### config.mk
export PLATFORM = sky130hd
export DESIGN_NAME = priority_interrupt_controller
export DESIGN_NICKNAME = d
export VERILOG_FILES = /design/src/intc_pkg.sv /design/src/priority_interrupt_controller.sv
export SDC_FILE = /design/constraint.sdc
export NUM_CORES = 1
export LEC_CHECK = 0
export BUFFER_PORTS_ARGS = -buffer_cell sky130_fd_sc_hd__buf_2
export CAP_MARGIN = 25
export CORE_UTILIZATION = 40
export CTS_BUF_LIST = sky130_fd_sc_hd__clkbuf_4 sky130_fd_sc_hd__clkbuf_8
export DETAILED_ROUTE_END_ITERATION = 12
export MAX_ROUTING_LAYER = met4
export PLACE_DENSITY = 0.67
export SYNTH_ARGS = -nofsm -noshare
export SYNTH_HDL_FRONTEND = slang
export SYNTH_SLANG_ARGS = --single-unit
### constraint.sdc
create_clock -name clk -period 36.8 [get_ports clk]
set_input_delay 5.52 -clock clk [delete_from_list [all_inputs] [get_ports clk]]
set_output_delay 5.52 -clock clk [all_outputs]
set_load 0.02 [all_outputs]
### src/intc_pkg.sv
// constants, vector map and register layout of the priority interrupt controller
// assumes one 200 MHz clock and a classic wishbone master for software access
// ****************************************************************************
// Notes on behaviour
// - vector entry holds low 16 handler bits; entry address is vector times four
// - exactly two control modes, 0 and 2, chosen by a control register field
// - mode 0 uses fixed default order; one mask bit masks all but nmi
// - a source requests only while its flag and enable are both one
// - mode 0: mask bit set accepts only nmi; clear accepts requests
// - mode 0: highest default-ranked request wins, others stay pending
// - handling starts only after the current instruction has completed
// - mode 0 pushes return pc then condition code register
// - mode 0 sets the condition code mask bit after stacking
// - after stacking read the vector entry and jump to the handler
// - mode 2 masks by comparing source level with three-bit mask level
// - mode 2 picks highest level; ties go to default order
// - mode 2 accepts only a level strictly above the mask level
// - mode 2 pushes return pc, condition code and extended control registers
// - mode 2 clears trace bit and loads mask level with accepted level
// - mode 2 accepting nmi sets the mask level to seven
// - default priority falls as vector number rises; fixed inside a module
// - nmi ranks highest, always accepted; edge polarity selectable
// ****************************************************************************

package intc_pkg;

  // ****************************************************************************
  // sources and vectors
  // ****************************************************************************
  localparam int NUM_SRC = 21;
  localparam int NUM_GRP = 6;
  localparam int LVL_W = 3;
  localparam int VEC_W = 8;
  localparam int IDX_W = 5;
  localparam int HANDLER_W = 16;
  localparam int VEC_SHIFT = 2;
  localparam logic [7:0] NMI_VECTOR = 8'h07;
  localparam logic [7:0] SRC_VECTOR [0:20] = '{
    8'h44, 8'h45, 8'h46,
    8'h48, 8'h49, 8'h4a, 8'h4b,
    8'h50, 8'h51, 8'h52, 8'h53,
    8'h54, 8'h55, 8'h56, 8'h57,
    8'h58, 8'h59, 8'h5a, 8'h5b,
    8'h68, 8'h69};
  localparam logic [2:0] SRC_GROUP [0:20] = '{
    3'h0, 3'h0, 3'h0,
    3'h1, 3'h1, 3'h1, 3'h1,
    3'h2, 3'h2, 3'h2, 3'h2,
    3'h3, 3'h3, 3'h3, 3'h3,
    3'h4, 3'h4, 3'h4, 3'h4,
    3'h5, 3'h5};
  localparam logic [2:0] NMI_MASK_LEVEL = 3'h7;

  // ****************************************************************************
  // register map
  // ****************************************************************************
  localparam logic [7:0] REG_CTRL = 8'h00;
  localparam logic [7:0] REG_CCR = 8'h04;
  localparam logic [7:0] REG_EXR = 8'h08;
  localparam logic [7:0] REG_PRIO = 8'h0c;
  localparam logic [7:0] REG_STAT = 8'h10;
  localparam logic [7:0] REG_MASK = 8'h14;
  localparam logic [7:0] REG_INFO = 8'h18;
  localparam int CTRL_MODE_LSB = 0;
  localparam int CTRL_NMI_EDGE_BIT = 2;
  localparam logic [1:0] MODE_0 = 2'h0;
  localparam logic [1:0] MODE_2 = 2'h2;
  localparam int CCR_I_BIT = 7;
  localparam int EXR_T_BIT = 7;
  localparam int PRIO_STRIDE = 4;
  localparam int STAT_W = 3;
  localparam int STAT_ACCEPT = 0;
  localparam int STAT_NMI = 1;
  localparam int STAT_HELD = 2;
  localparam logic [7:0] CCR_RESET = 8'h80;
  localparam logic [7:0] EXR_RESET = 8'h07;
  localparam logic [23:0] PRIO_RESET = 24'h000000;
  localparam logic [2:0] CTRL_RESET = 3'h0;
  localparam logic [1:0] PUSH_PC = 2'h0;
  localparam logic [1:0] PUSH_CCR = 2'h1;
  localparam logic [1:0] PUSH_EXR = 2'h2;

endpackage

### src/priority_interrupt_controller.sv
// priority interrupt controller with exception sequencing toward the core
// assumes peripheral flags and core strobes on clk; nmi pin asynchronous
//
// Our own choices: the Wishbone register port and the register addresses.

`timescale 1ns/1ps

module priority_interrupt_controller #(
  parameter int PC_W = 24
) (
  input wire logic clk,
  input wire logic rst,
  input wire logic [7:0] adr_i,
  input wire logic [31:0] dat_i,
  output logic [31:0] dat_o,
  input wire logic we_i,
  input wire logic [3:0] sel_i,
  input wire logic cyc_i,
  input wire logic stb_i,
  output logic ack_o,
  input wire logic nmi_pin,
  input wire logic [intc_pkg::NUM_SRC-1:0] src_flag,
  input wire logic [intc_pkg::NUM_SRC-1:0] src_enable,
  input wire logic insn_done,
  input wire logic [PC_W-1:0] return_pc,
  output logic push_valid,
  output logic [1:0] push_kind,
  output logic [PC_W-1:0] push_data,
  output logic vec_rd_req,
  output logic [intc_pkg::HANDLER_W-1:0] vec_addr,
  input wire logic vec_rd_ack,
  input wire logic [intc_pkg::HANDLER_W-1:0] vec_rd_data,
  output logic jump_valid,
  output logic [intc_pkg::HANDLER_W-1:0] jump_addr,
  output logic irq
);

  typedef enum {
    ST_IDLE, ST_WAIT_INSN, ST_PUSH_PC, ST_PUSH_CCR, ST_PUSH_EXR, ST_MASK, ST_VEC
  } state_type;

  // ****************************************************************************
  // functions
  // ****************************************************************************
  function automatic logic [31:0] merge_lanes(input logic [31:0] old_v,
                                              input logic [31:0] new_v,
                                              input logic [3:0] sel);
    logic [31:0] r;
    r = old_v;
    for (int b = 0; b < 4; b++) begin
      if (sel[b]) begin
        r[8*b +: 8] = new_v[8*b +: 8];
      end
    end
    return r;
  endfunction

  function automatic logic [2:0] level_of(input logic [23:0] prio, input logic [2:0] g);
    return prio[intc_pkg::PRIO_STRIDE*g +: intc_pkg::LVL_W];
  endfunction

  // ****************************************************************************
  // state
  // ****************************************************************************
  state_type state_reg;
  logic [2:0] ctrl_reg;
  logic [7:0] ccr_reg;
  logic [7:0] exr_reg;
  logic [23:0] prio_reg;
  logic [intc_pkg::STAT_W-1:0] stat_reg;
  logic [intc_pkg::STAT_W-1:0] mask_reg;
  logic nmi_s1_reg, nmi_s2_reg, nmi_s3_reg, nmi_level_reg;
  logic nmi_pend_reg;
  logic acc_nmi_reg, acc_mode2_reg;
  logic [2:0] acc_lvl_reg;
  logic [7:0] acc_vec_reg;
  logic [PC_W-1:0] ret_pc_reg;
  logic ack_reg, push_valid_reg, vec_rd_req_reg, jump_valid_reg, irq_reg;
  logic [31:0] dat_reg;
  logic [1:0] push_kind_reg;
  logic [PC_W-1:0] push_data_reg;
  logic [intc_pkg::HANDLER_W-1:0] vec_addr_reg, jump_addr_reg;

  logic [intc_pkg::NUM_SRC-1:0] req;
  logic [intc_pkg::IDX_W-1:0] best_idx;
  logic [2:0] best_lvl;
  logic best_any;
  logic mode2, i_bit;
  logic [2:0] mask_lvl;
  logic accept_src, accept_any, nmi_edge;
  logic bus_req, bus_wr;
  logic [31:0] rd_value, wr_value, w1c_value;
  logic [intc_pkg::STAT_W-1:0] stat_set;

  assign mode2 = (ctrl_reg[1:0] == intc_pkg::MODE_2);
  assign i_bit = ccr_reg[intc_pkg::CCR_I_BIT];
  assign mask_lvl = exr_reg[2:0];
  assign req = src_flag & src_enable;

  // ****************************************************************************
  // arbitration
  // ****************************************************************************
  // scan from lowest rank so a lower vector overrides on an equal level
  always_comb begin
    logic [2:0] lv;
    lv = 3'h0;
    best_idx = '0;
    best_lvl = 3'h0;
    best_any = 1'b0;
    for (int i = intc_pkg::NUM_SRC - 1; i >= 0; i--) begin
      lv = mode2 ? level_of(prio_reg, intc_pkg::SRC_GROUP[i]) : 3'h0;
      if (req[i] && (!best_any || lv >= best_lvl)) begin
        best_idx = intc_pkg::IDX_W'(i);
        best_lvl = lv;
        best_any = 1'b1;
      end
    end
  end

  assign accept_src = best_any && (mode2 ? (best_lvl > mask_lvl) : !i_bit);
  assign accept_any = nmi_pend_reg || accept_src;

  // ****************************************************************************
  // nmi pin
  // ****************************************************************************
  always_ff @(posedge clk) begin
    if (rst) begin
      nmi_s1_reg <= 1'b0;
      nmi_s2_reg <= 1'b0;
      nmi_s3_reg <= 1'b0;
      nmi_level_reg <= 1'b0;
    end else begin
      nmi_s1_reg <= nmi_pin;
      nmi_s2_reg <= nmi_s1_reg;
      nmi_s3_reg <= nmi_s2_reg;
      if (nmi_s2_reg == nmi_s3_reg) begin
        nmi_level_reg <= nmi_s3_reg;
      end
    end
  end

  assign nmi_edge = (nmi_s2_reg == nmi_s3_reg) && (nmi_s3_reg != nmi_level_reg) &&
                    (nmi_s3_reg == ctrl_reg[intc_pkg::CTRL_NMI_EDGE_BIT]);

  // edge set wins over acceptance clear
  always_ff @(posedge clk) begin
    if (rst) begin
      nmi_pend_reg <= 1'b0;
    end else if (nmi_edge) begin
      nmi_pend_reg <= 1'b1;
    end else if (state_reg == ST_IDLE && nmi_pend_reg) begin
      nmi_pend_reg <= 1'b0;
    end
  end

  // ****************************************************************************
  // exception sequence
  // ****************************************************************************
  always_ff @(posedge clk) begin
    if (rst) begin
      state_reg <= ST_IDLE;
      acc_nmi_reg <= 1'b0;
      acc_mode2_reg <= 1'b0;
      acc_lvl_reg <= 3'h0;
      acc_vec_reg <= 8'h00;
      ret_pc_reg <= '0;
    end else begin
      case (state_reg)
        ST_IDLE: begin
          if (accept_any) begin
            acc_nmi_reg <= nmi_pend_reg;
            acc_mode2_reg <= mode2;
            acc_lvl_reg <= nmi_pend_reg ? intc_pkg::NMI_MASK_LEVEL : best_lvl;
            acc_vec_reg <= nmi_pend_reg ? intc_pkg::NMI_VECTOR
                                        : intc_pkg::SRC_VECTOR[best_idx];
            state_reg <= ST_WAIT_INSN;
          end
        end
        ST_WAIT_INSN: begin
          if (insn_done) begin
            ret_pc_reg <= return_pc;
            state_reg <= ST_PUSH_PC;
          end
        end
        ST_PUSH_PC: state_reg <= ST_PUSH_CCR;
        ST_PUSH_CCR: state_reg <= acc_mode2_reg ? ST_PUSH_EXR : ST_MASK;
        ST_PUSH_EXR: state_reg <= ST_MASK;
        ST_MASK: state_reg <= ST_VEC;
        ST_VEC: begin
          if (vec_rd_ack) begin
            state_reg <= ST_IDLE;
          end
        end
        default: state_reg <= ST_IDLE;
      endcase
    end
  end

  // stack pushes, one per cycle
  always_ff @(posedge clk) begin
    if (rst) begin
      push_valid_reg <= 1'b0;
      push_kind_reg <= intc_pkg::PUSH_PC;
      push_data_reg <= '0;
    end else begin
      push_valid_reg <= 1'b0;
      if (state_reg == ST_PUSH_PC) begin
        push_valid_reg <= 1'b1;
        push_kind_reg <= intc_pkg::PUSH_PC;
        push_data_reg <= ret_pc_reg;
      end else if (state_reg == ST_PUSH_CCR) begin
        push_valid_reg <= 1'b1;
        push_kind_reg <= intc_pkg::PUSH_CCR;
        push_data_reg <= PC_W'(ccr_reg);
      end else if (state_reg == ST_PUSH_EXR) begin
        push_valid_reg <= 1'b1;
        push_kind_reg <= intc_pkg::PUSH_EXR;
        push_data_reg <= PC_W'(exr_reg);
      end
    end
  end

  // vector fetch and jump
  always_ff @(posedge clk) begin
    if (rst) begin
      vec_rd_req_reg <= 1'b0;
      vec_addr_reg <= '0;
      jump_valid_reg <= 1'b0;
      jump_addr_reg <= '0;
    end else begin
      jump_valid_reg <= 1'b0;
      if (state_reg == ST_MASK) begin
        vec_rd_req_reg <= 1'b1;
        vec_addr_reg <= {6'h00, acc_vec_reg, 2'b00};
      end else if (state_reg == ST_VEC && vec_rd_ack) begin
        vec_rd_req_reg <= 1'b0;
        jump_valid_reg <= 1'b1;
        jump_addr_reg <= vec_rd_data;
      end
    end
  end

  // ****************************************************************************
  // wishbone slave
  // ****************************************************************************
  assign bus_req = cyc_i && stb_i && !ack_reg;
  assign bus_wr = bus_req && we_i;

  always_comb begin
    case (adr_i)
      intc_pkg::REG_CTRL: rd_value = {29'h0, ctrl_reg};
      intc_pkg::REG_CCR: rd_value = {24'h0, ccr_reg};
      intc_pkg::REG_EXR: rd_value = {24'h0, exr_reg};
      intc_pkg::REG_PRIO: rd_value = {8'h0, prio_reg};
      intc_pkg::REG_STAT: rd_value = {29'h0, stat_reg};
      intc_pkg::REG_MASK: rd_value = {29'h0, mask_reg};
      intc_pkg::REG_INFO: rd_value = {20'h0, 1'b0, acc_lvl_reg, acc_vec_reg};
      default: rd_value = 32'h0;
    endcase
  end

  assign wr_value = merge_lanes(rd_value, dat_i, sel_i);
  assign w1c_value = merge_lanes(32'h0, dat_i, sel_i);

  always_ff @(posedge clk) begin
    if (rst) begin
      ack_reg <= 1'b0;
      dat_reg <= 32'h0;
    end else begin
      ack_reg <= bus_req;
      dat_reg <= (bus_req && !we_i) ? rd_value : 32'h0;
    end
  end

  // mode field only takes the two legal values
  always_ff @(posedge clk) begin
    if (rst) begin
      ctrl_reg <= intc_pkg::CTRL_RESET;
      prio_reg <= intc_pkg::PRIO_RESET;
      mask_reg <= '0;
    end else if (bus_wr) begin
      if (adr_i == intc_pkg::REG_CTRL) begin
        ctrl_reg[2] <= wr_value[intc_pkg::CTRL_NMI_EDGE_BIT];
        if (wr_value[1:0] == intc_pkg::MODE_0 || wr_value[1:0] == intc_pkg::MODE_2) begin
          ctrl_reg[1:0] <= wr_value[1:0];
        end
      end
      if (adr_i == intc_pkg::REG_PRIO) begin
        prio_reg <= wr_value[23:0];
      end
      if (adr_i == intc_pkg::REG_MASK) begin
        mask_reg <= wr_value[intc_pkg::STAT_W-1:0];
      end
    end
  end

  // mask state: acceptance update wins over a software write
  always_ff @(posedge clk) begin
    if (rst) begin
      ccr_reg <= intc_pkg::CCR_RESET;
      exr_reg <= intc_pkg::EXR_RESET;
    end else if (state_reg == ST_MASK) begin
      if (!acc_mode2_reg) begin
        ccr_reg[intc_pkg::CCR_I_BIT] <= 1'b1;
      end else begin
        exr_reg[intc_pkg::EXR_T_BIT] <= 1'b0;
        exr_reg[2:0] <= acc_lvl_reg;
      end
    end else if (bus_wr) begin
      if (adr_i == intc_pkg::REG_CCR) begin
        ccr_reg <= wr_value[7:0];
      end
      if (adr_i == intc_pkg::REG_EXR) begin
        exr_reg <= {wr_value[7], 4'h0, wr_value[2:0]};
      end
    end
  end

  // ****************************************************************************
  // event status and interrupt output
  // ****************************************************************************
  always_comb begin
    stat_set = '0;
    stat_set[intc_pkg::STAT_ACCEPT] = (state_reg == ST_IDLE) && accept_any;
    stat_set[intc_pkg::STAT_NMI] = nmi_edge;
    stat_set[intc_pkg::STAT_HELD] = (state_reg == ST_IDLE) && best_any && !accept_any;
  end

  always_ff @(posedge clk) begin
    if (rst) begin
      stat_reg <= '0;
      irq_reg <= 1'b0;
    end else begin
      if (bus_wr && adr_i == intc_pkg::REG_STAT) begin
        stat_reg <= (stat_reg & ~w1c_value[intc_pkg::STAT_W-1:0]) | stat_set;
      end else begin
        stat_reg <= stat_reg | stat_set;
      end
      irq_reg <= |(stat_reg & mask_reg);
    end
  end

  assign dat_o = dat_reg;
  assign ack_o = ack_reg;
  assign push_valid = push_valid_reg;
  assign push_kind = push_kind_reg;
  assign push_data = push_data_reg;
  assign vec_rd_req = vec_rd_req_reg;
  assign vec_addr = vec_addr_reg;
  assign jump_valid = jump_valid_reg;
  assign jump_addr = jump_addr_reg;
  assign irq = irq_reg;
endmodule

# --- Word level (Yosys, flattened, before mapping) ---
# Memory sizes are Yosys's and may differ from the RTL's.
# Index checks and enable logic that the tools add are counted.
# W data, S select, Z words.
word_totals:
  reg_bits: 205
  wordCells: 302
  output_inout_bits: 95
  memories: 1
  latch_bits: 0
  rom_bits: 256
  input_bits: 134
  mem_bits_rw: 0
classes:
  mul: 0
  order_cmp: 22
  bitwise: 9
  div: 0
  shift: 0
  mux: 108
  addsub: 0
  eq_ne: 27
  n_reduce_logical: 106
memory_table:
  columns: ["memory", "words", "width", "rd", "rd_ports_with_merged_regs", "wr", "line", "text"]
  rows:
  - ["(no name shown)", 32, 8, 1, 0, 0, "priority_interrupt_controller.sv:175", ": intc_pkg::SRC_VECTOR[best_idx];"]
op_table:
  columns: ["operator", "n"]
  rows:
  - ["$pmux W32 S7", 1]
  - ["$pmux W24 S7", 1]
  - ["$eq A32 B3 Y1 const B", 5]
  - ["$mux W5", 21]
  - ["$eq A32 B4 Y1 const B", 3]
  - ["$mux W3", 32]
  - ["$mux W32", 3]
  - ["$mux W8", 10]
  - ["$mux W24", 3]
  - ["$eq A32 B2 Y1 const B", 2]
  - ["$logic_not A32 Y1", 2]
  - ["$ge A3 B3 Y1", 20]
  - ["$mux W1", 37]
  - ["$logic_and A1 B1 Y1", 33]
  - ["$eq A32 B1 Y1 const B", 1]
  - ["$eq A8 B5 Y1 const B", 3]
  - ["$logic_not A1 Y1", 24]
  - ["$logic_or A1 B1 Y1", 22]
  - ["$and A21 B21 Y21", 1]
  - ["$eq A8 B4 Y1 const B", 2]
  - ["$reduce_and A3 Y1", 5]
  - ["$reduce_and A2 Y1", 6]
  - ["$reduce_bool A2 Y1", 6]
  - ["$ne A2 B2 Y1 const B", 5]
  - ["16 further kinds", 24]

# --- Depth between registers and ports, before layout ---
depth:
  word_depth: 91
  mapped_depth: 157
  ltp_nobuf: 151

# --- Least setup slack after synthesis ---
# No wires, ideal clock.
synth_timing:
  path_kind: "input to register"
  startpoint: "in src_flag[20] in the netlist's numbering"
  endpoint: "reg acc_lvl_reg[0]"
  arrival_time_ns: 31.572
  setup_slack_ns: 5.093
  path_stages: 147
  path_cell_list: "a22oi_1 -> nor2_1 -> nand2_1 -> inv_1 -> ha_1 -> nor2b_1 -> o211ai_1 -> nor2b_1 -> mux2_2 -> inv_1 -> ha_1 -> nand2b_1 -> a21oi_1 -> o21ai_2 -> nand2_1 -> o21ai_0 -> ha_1 -> a21o_1 -> [111 not listed] -> ha_1 -> o21ai_0 -> a211oi_1 -> a211oi_1 -> and2_1 -> buf_2 -> nor2_1 -> a31oi_1 -> o21ai_1 -> ha_1 -> nor2b_1 -> o21ai_0 -> a211oi_1 -> o22ai_2 -> nor3_1 -> nand2_1 -> nor2_1 -> a211oi_1"
synth_via:
  elab_chain_cells: 87
synth_lines:
  columns: ["element", "line", "text"]
  rows:
  - ["start: declaration", "priority_interrupt_controller.sv:22", "input wire logic [intc_pkg::NUM_SRC-1:0] src_flag,"]
  - ["$and A21 B21 Y21 (*)", "priority_interrupt_controller.sv:98", "assign req = src_flag & src_enable;"]
  - ["$mux W3 / $mux W1 (equally long branches)", "priority_interrupt_controller.sv:112", "if (req[i] && (!best_any || lv >= best_lvl)) begin"]
  - ["$ge A3 B3 Y1 / $logic_not A1 Y1 (equally long branches)", "priority_interrupt_controller.sv:112", null]
  - ["$logic_or A1 B1 Y1", "priority_interrupt_controller.sv:112", null]
  - ["$logic_and A1 B1 Y1", "priority_interrupt_controller.sv:112", null]
  - ["$mux W3 / $mux W1 (equally long branches)", "priority_interrupt_controller.sv:112", null]
  - ["$ge A3 B3 Y1 / $logic_not A1 Y1 (equally long branches)", "priority_interrupt_controller.sv:112", null]
  - ["$logic_or A1 B1 Y1", "priority_interrupt_controller.sv:112", null]
  - ["[71 not listed]", null, null]
  - ["$logic_or A1 B1 Y1", "priority_interrupt_controller.sv:112", null]
  - ["$logic_and A1 B1 Y1", "priority_interrupt_controller.sv:112", null]
  - ["$mux W3", "priority_interrupt_controller.sv:112", null]
  - ["$gt A3 B3 Y1", "priority_interrupt_controller.sv:120", "assign accept_src = best_any && (mode2 ? (best_lvl > mask_lvl) : !i_bit);"]
  - ["$mux W1", "priority_interrupt_controller.sv:120", null]
  - ["$logic_and A1 B1 Y1", "priority_interrupt_controller.sv:120", null]
  - ["$logic_or A1 B1 Y1", "priority_interrupt_controller.sv:121", "assign accept_any = nmi_pend_reg || accept_src;"]
  - ["$reduce_and A2 Y1 (no source line)", null, null]
  - ["end signal: assignment", "priority_interrupt_controller.sv:173", "acc_lvl_reg <= nmi_pend_reg ? intc_pkg::NMI_MASK_LEVEL : best_lvl;"]
  - ["end: declaration", "priority_interrupt_controller.sv:75", "logic [2:0] acc_lvl_reg;"]
# Mark *: on every way between the ends. The rest lies on a longest branch, timed or not.
# A chain may end at the register's enable or synchronous reset.

# --- Worst setup path in the final report ---
# Ends and elaborated chain as after synthesis.

==> summary.txt <==
Status = finished, final reports clean
Post-route ant nets = 0
TritonCTS clock tree = yes
Crit-path max FO = 14
Area of the core = 23400 um2
Comb pwr share = 0.121
Post-DP HPWL = 20400 um
Power Total = 0.348 mW
Sequential power share = 0.518
RSZ-0062 raised after global routing = no
Leak Pwr = 4.87 nW
Max clock buf depth = 2
Clock period minus worst slack = 34.01 ns
WP data required = 37.17 ns
Detailed Route WL = 27200 um
Yosys top cell by area = dfxtp_1
Net Switching = 0.103 mW
Vias per cell = 5.35
# port buffers = 202
Setup Buffers After CTS = 0
Synthesized cell area = 9540 um2
Pwr dens = 31.1 nW/um2
Post-synth top cells = nand2_1, dfxtp_1, a21oi_1
Setup CP Type = in -> reg
Starting Density = 0.408
WL/cell = 15.5 um
Vias in the first global route = 8564
Warnings, synthesis = 0
Post-synth top area share = 0.348
Mean area per synthesized cell = 7.68 um2
CP startpoint kind = input port
Yosys reg bits = 166
Clock skew = 0.0106 ns
Post-synthesis sequential area ratio = 0.348
GRT Resource Usage Total = 0.228
Final setup TNS = 0 ns
Clock network power share = 0.362
Worst-path clk slew = 0.09 ns
Htree depth = 4
Total of max-cap violations = 0
Clk_lat worst skew = 0.47 ns
Slowest cell delay on critical path = 0.45 ns
ANT cells = 0
Critical path data arrival time = 34.39 ns
Worst Hold Class = reg -> reg
CP max stage cell = a211oi_1
Tcrit/Tclk final = 0.924
I/O pins = 229
Endpoints failing setup = 0
Die Y = 156 um
Row cnt = 56
Die X = 156 um
Layout cells sized above 1 = 0.201
Ys async rst share = 0
Nets = 1618
VDD IR max = 0.0277 mV
Slew Viols, Final = 0
First-pass GRT wire length = 43200 um
Global route overflow = 0
Num CTS Buffers = 17
Most used DFF post-synth = dfxtp_1
Largest net degree at the start of global routing = 92
Worst slew margin relative to its limit = 0.351
Count leader, synth = nand2_1
Critical Path Most Common Cell = ha_1
Fmax = 29.4 MHz
CTS root buffer = clkbuf_8
Via count = 9375
Synth-to-layout area growth = 17.3%
Synth top area cells = dfxtp_1, nand2_1, ha_1
Post-synth EDFFs = 0
Residual DRC count = 0
Final hold violation count = 0
Worst setup EP type = flip-flop
RD Place Congestion = 0.903
Initial antenna violation count = 0
Gate Count Post-Synth = 1242
Switch share = 0.295
Sink Count = 166
DRT iter0 DRCs = 762
Pint = 0.245 mW
TritonRoute pass-1 iters = 6
Synth cell types = 74
Full die area = 24500 um2
Measured slew at the worst slew-check pin = 0.973 ns
==> repair_timing <==
action,in CTS,in global routing
hold buffers,0,0
setup endpoints to repair,0,14
resized for setup,0,7
==> placed cells by master (no fill, tap or decap), drive strengths merged, types with 9 or more instances in the layout <==
cell type	n
and3	19
a211oi	30
dfxtp	166
a21oi	152
inv	63
nor2b	20
a222oi	9
a31oi	15
nand2	216
clkbuf	17
buf	218
conb	17
nand2b	15
nor2	148
nand3	17
and2	18
nor3	13
a22oi	35
o21ai	59
ha	63
mux2i	30
==> final cells by class <==
| class | instances | area (um2) |
|---|---|---|
| tap | 319 | 399 |
| sequential | 166 | 3320 |
| multi-input combinational | 966 | 5760 |
| clock inverter | 15 | 134 |
| inverter | 52 | 198 |
| timing repair buffer | 218 | 1140 |
| fill | 2376 | 12200 |
| clock buffer | 17 | 234 |
==> routing by layer <==
layer,GRT usage,up-vias,wire length (um)
met5,-,-,0
met4,0.0775,0,650
met3,0.0507,40,1900
met2,0.352,306,12200
met1,0.293,4318,12500
li1,-,4711,-
==> through the flow <==
| step | worst slack [ns] | hold slack (ns) | area, um2 | util | instances |
|---|---|---|---|---|---|
| 2_1_floorplan | 5.09 | 0.414 | 9600 | - | 1258 |
| 3_3_place_gp | 1.80 | 0.435 | 10800 | 0.460 | 1719 |
| 3_5_place_dp | 1.28 | 0.442 | 10800 | 0.460 | 1719 |
| 4_1_cts | 1.69 | 0.454 | 11100 | 0.476 | 1751 |
| 5_1_grt | 0.0396 | 0.469 | 11200 | 0.478 | 1753 |
| 6_report | 2.79 | 0.452 | 11200 | 0.478 | 1753 |
==> path summary, 6_finish.rpt <==
kind,startpoint,to,slack (ns),depth (start not counted)
setup / recovery,src_flag[20],acc_lvl_reg[0],2.79,144
hold / removal,prio_reg[19],prio_reg[19],0.45,2
setup reg to reg,ctrl_reg[1],acc_lvl_reg[0],7.39,142
hold reg to reg,prio_reg[19],prio_reg[19],0.45,2
==> worst max-delay path, delay by kind of cell <==
| family | cells | cell delay (ns) |
|---|---|---|
| buffers and inverters | 9 | 1.10 |
| AND/OR/NAND/NOR | 35 | 5.50 |
| multiplexers | 4 | 1.37 |
| adder cells (fa/ha/maj) | 20 | 5.33 |
| AO/OA/AOI/OAI | 76 | 15.49 |
==> power by group through the flow <==
stage	clock, mW	combinational (mW)	sequential (mW)
2_1_floorplan	0	0.0275	0.184
3_3_place_gp	0	0.0407	0.184
3_5_place_dp	0	0.0411	0.184
4_1_cts	0.128	0.0414	0.180
5_1_grt	0.136	0.0467	0.180
6_report	0.126	0.0420	0.180
==> kinds of logic (layout without fill, tap and decap cells) <==
kind of cell	count (synthesis)	after routing	share of synthesized area
other cells	1	17	0.000393
fa+ha+maj	63	63	0.0827
compound gates	358	358	0.241
buf+inv	126	302	0.0569
mux	38	38	0.0421
flops	166	166	0.348
simple gates	490	490	0.229
Note: power is estimated with default switching activity, not from simulation.
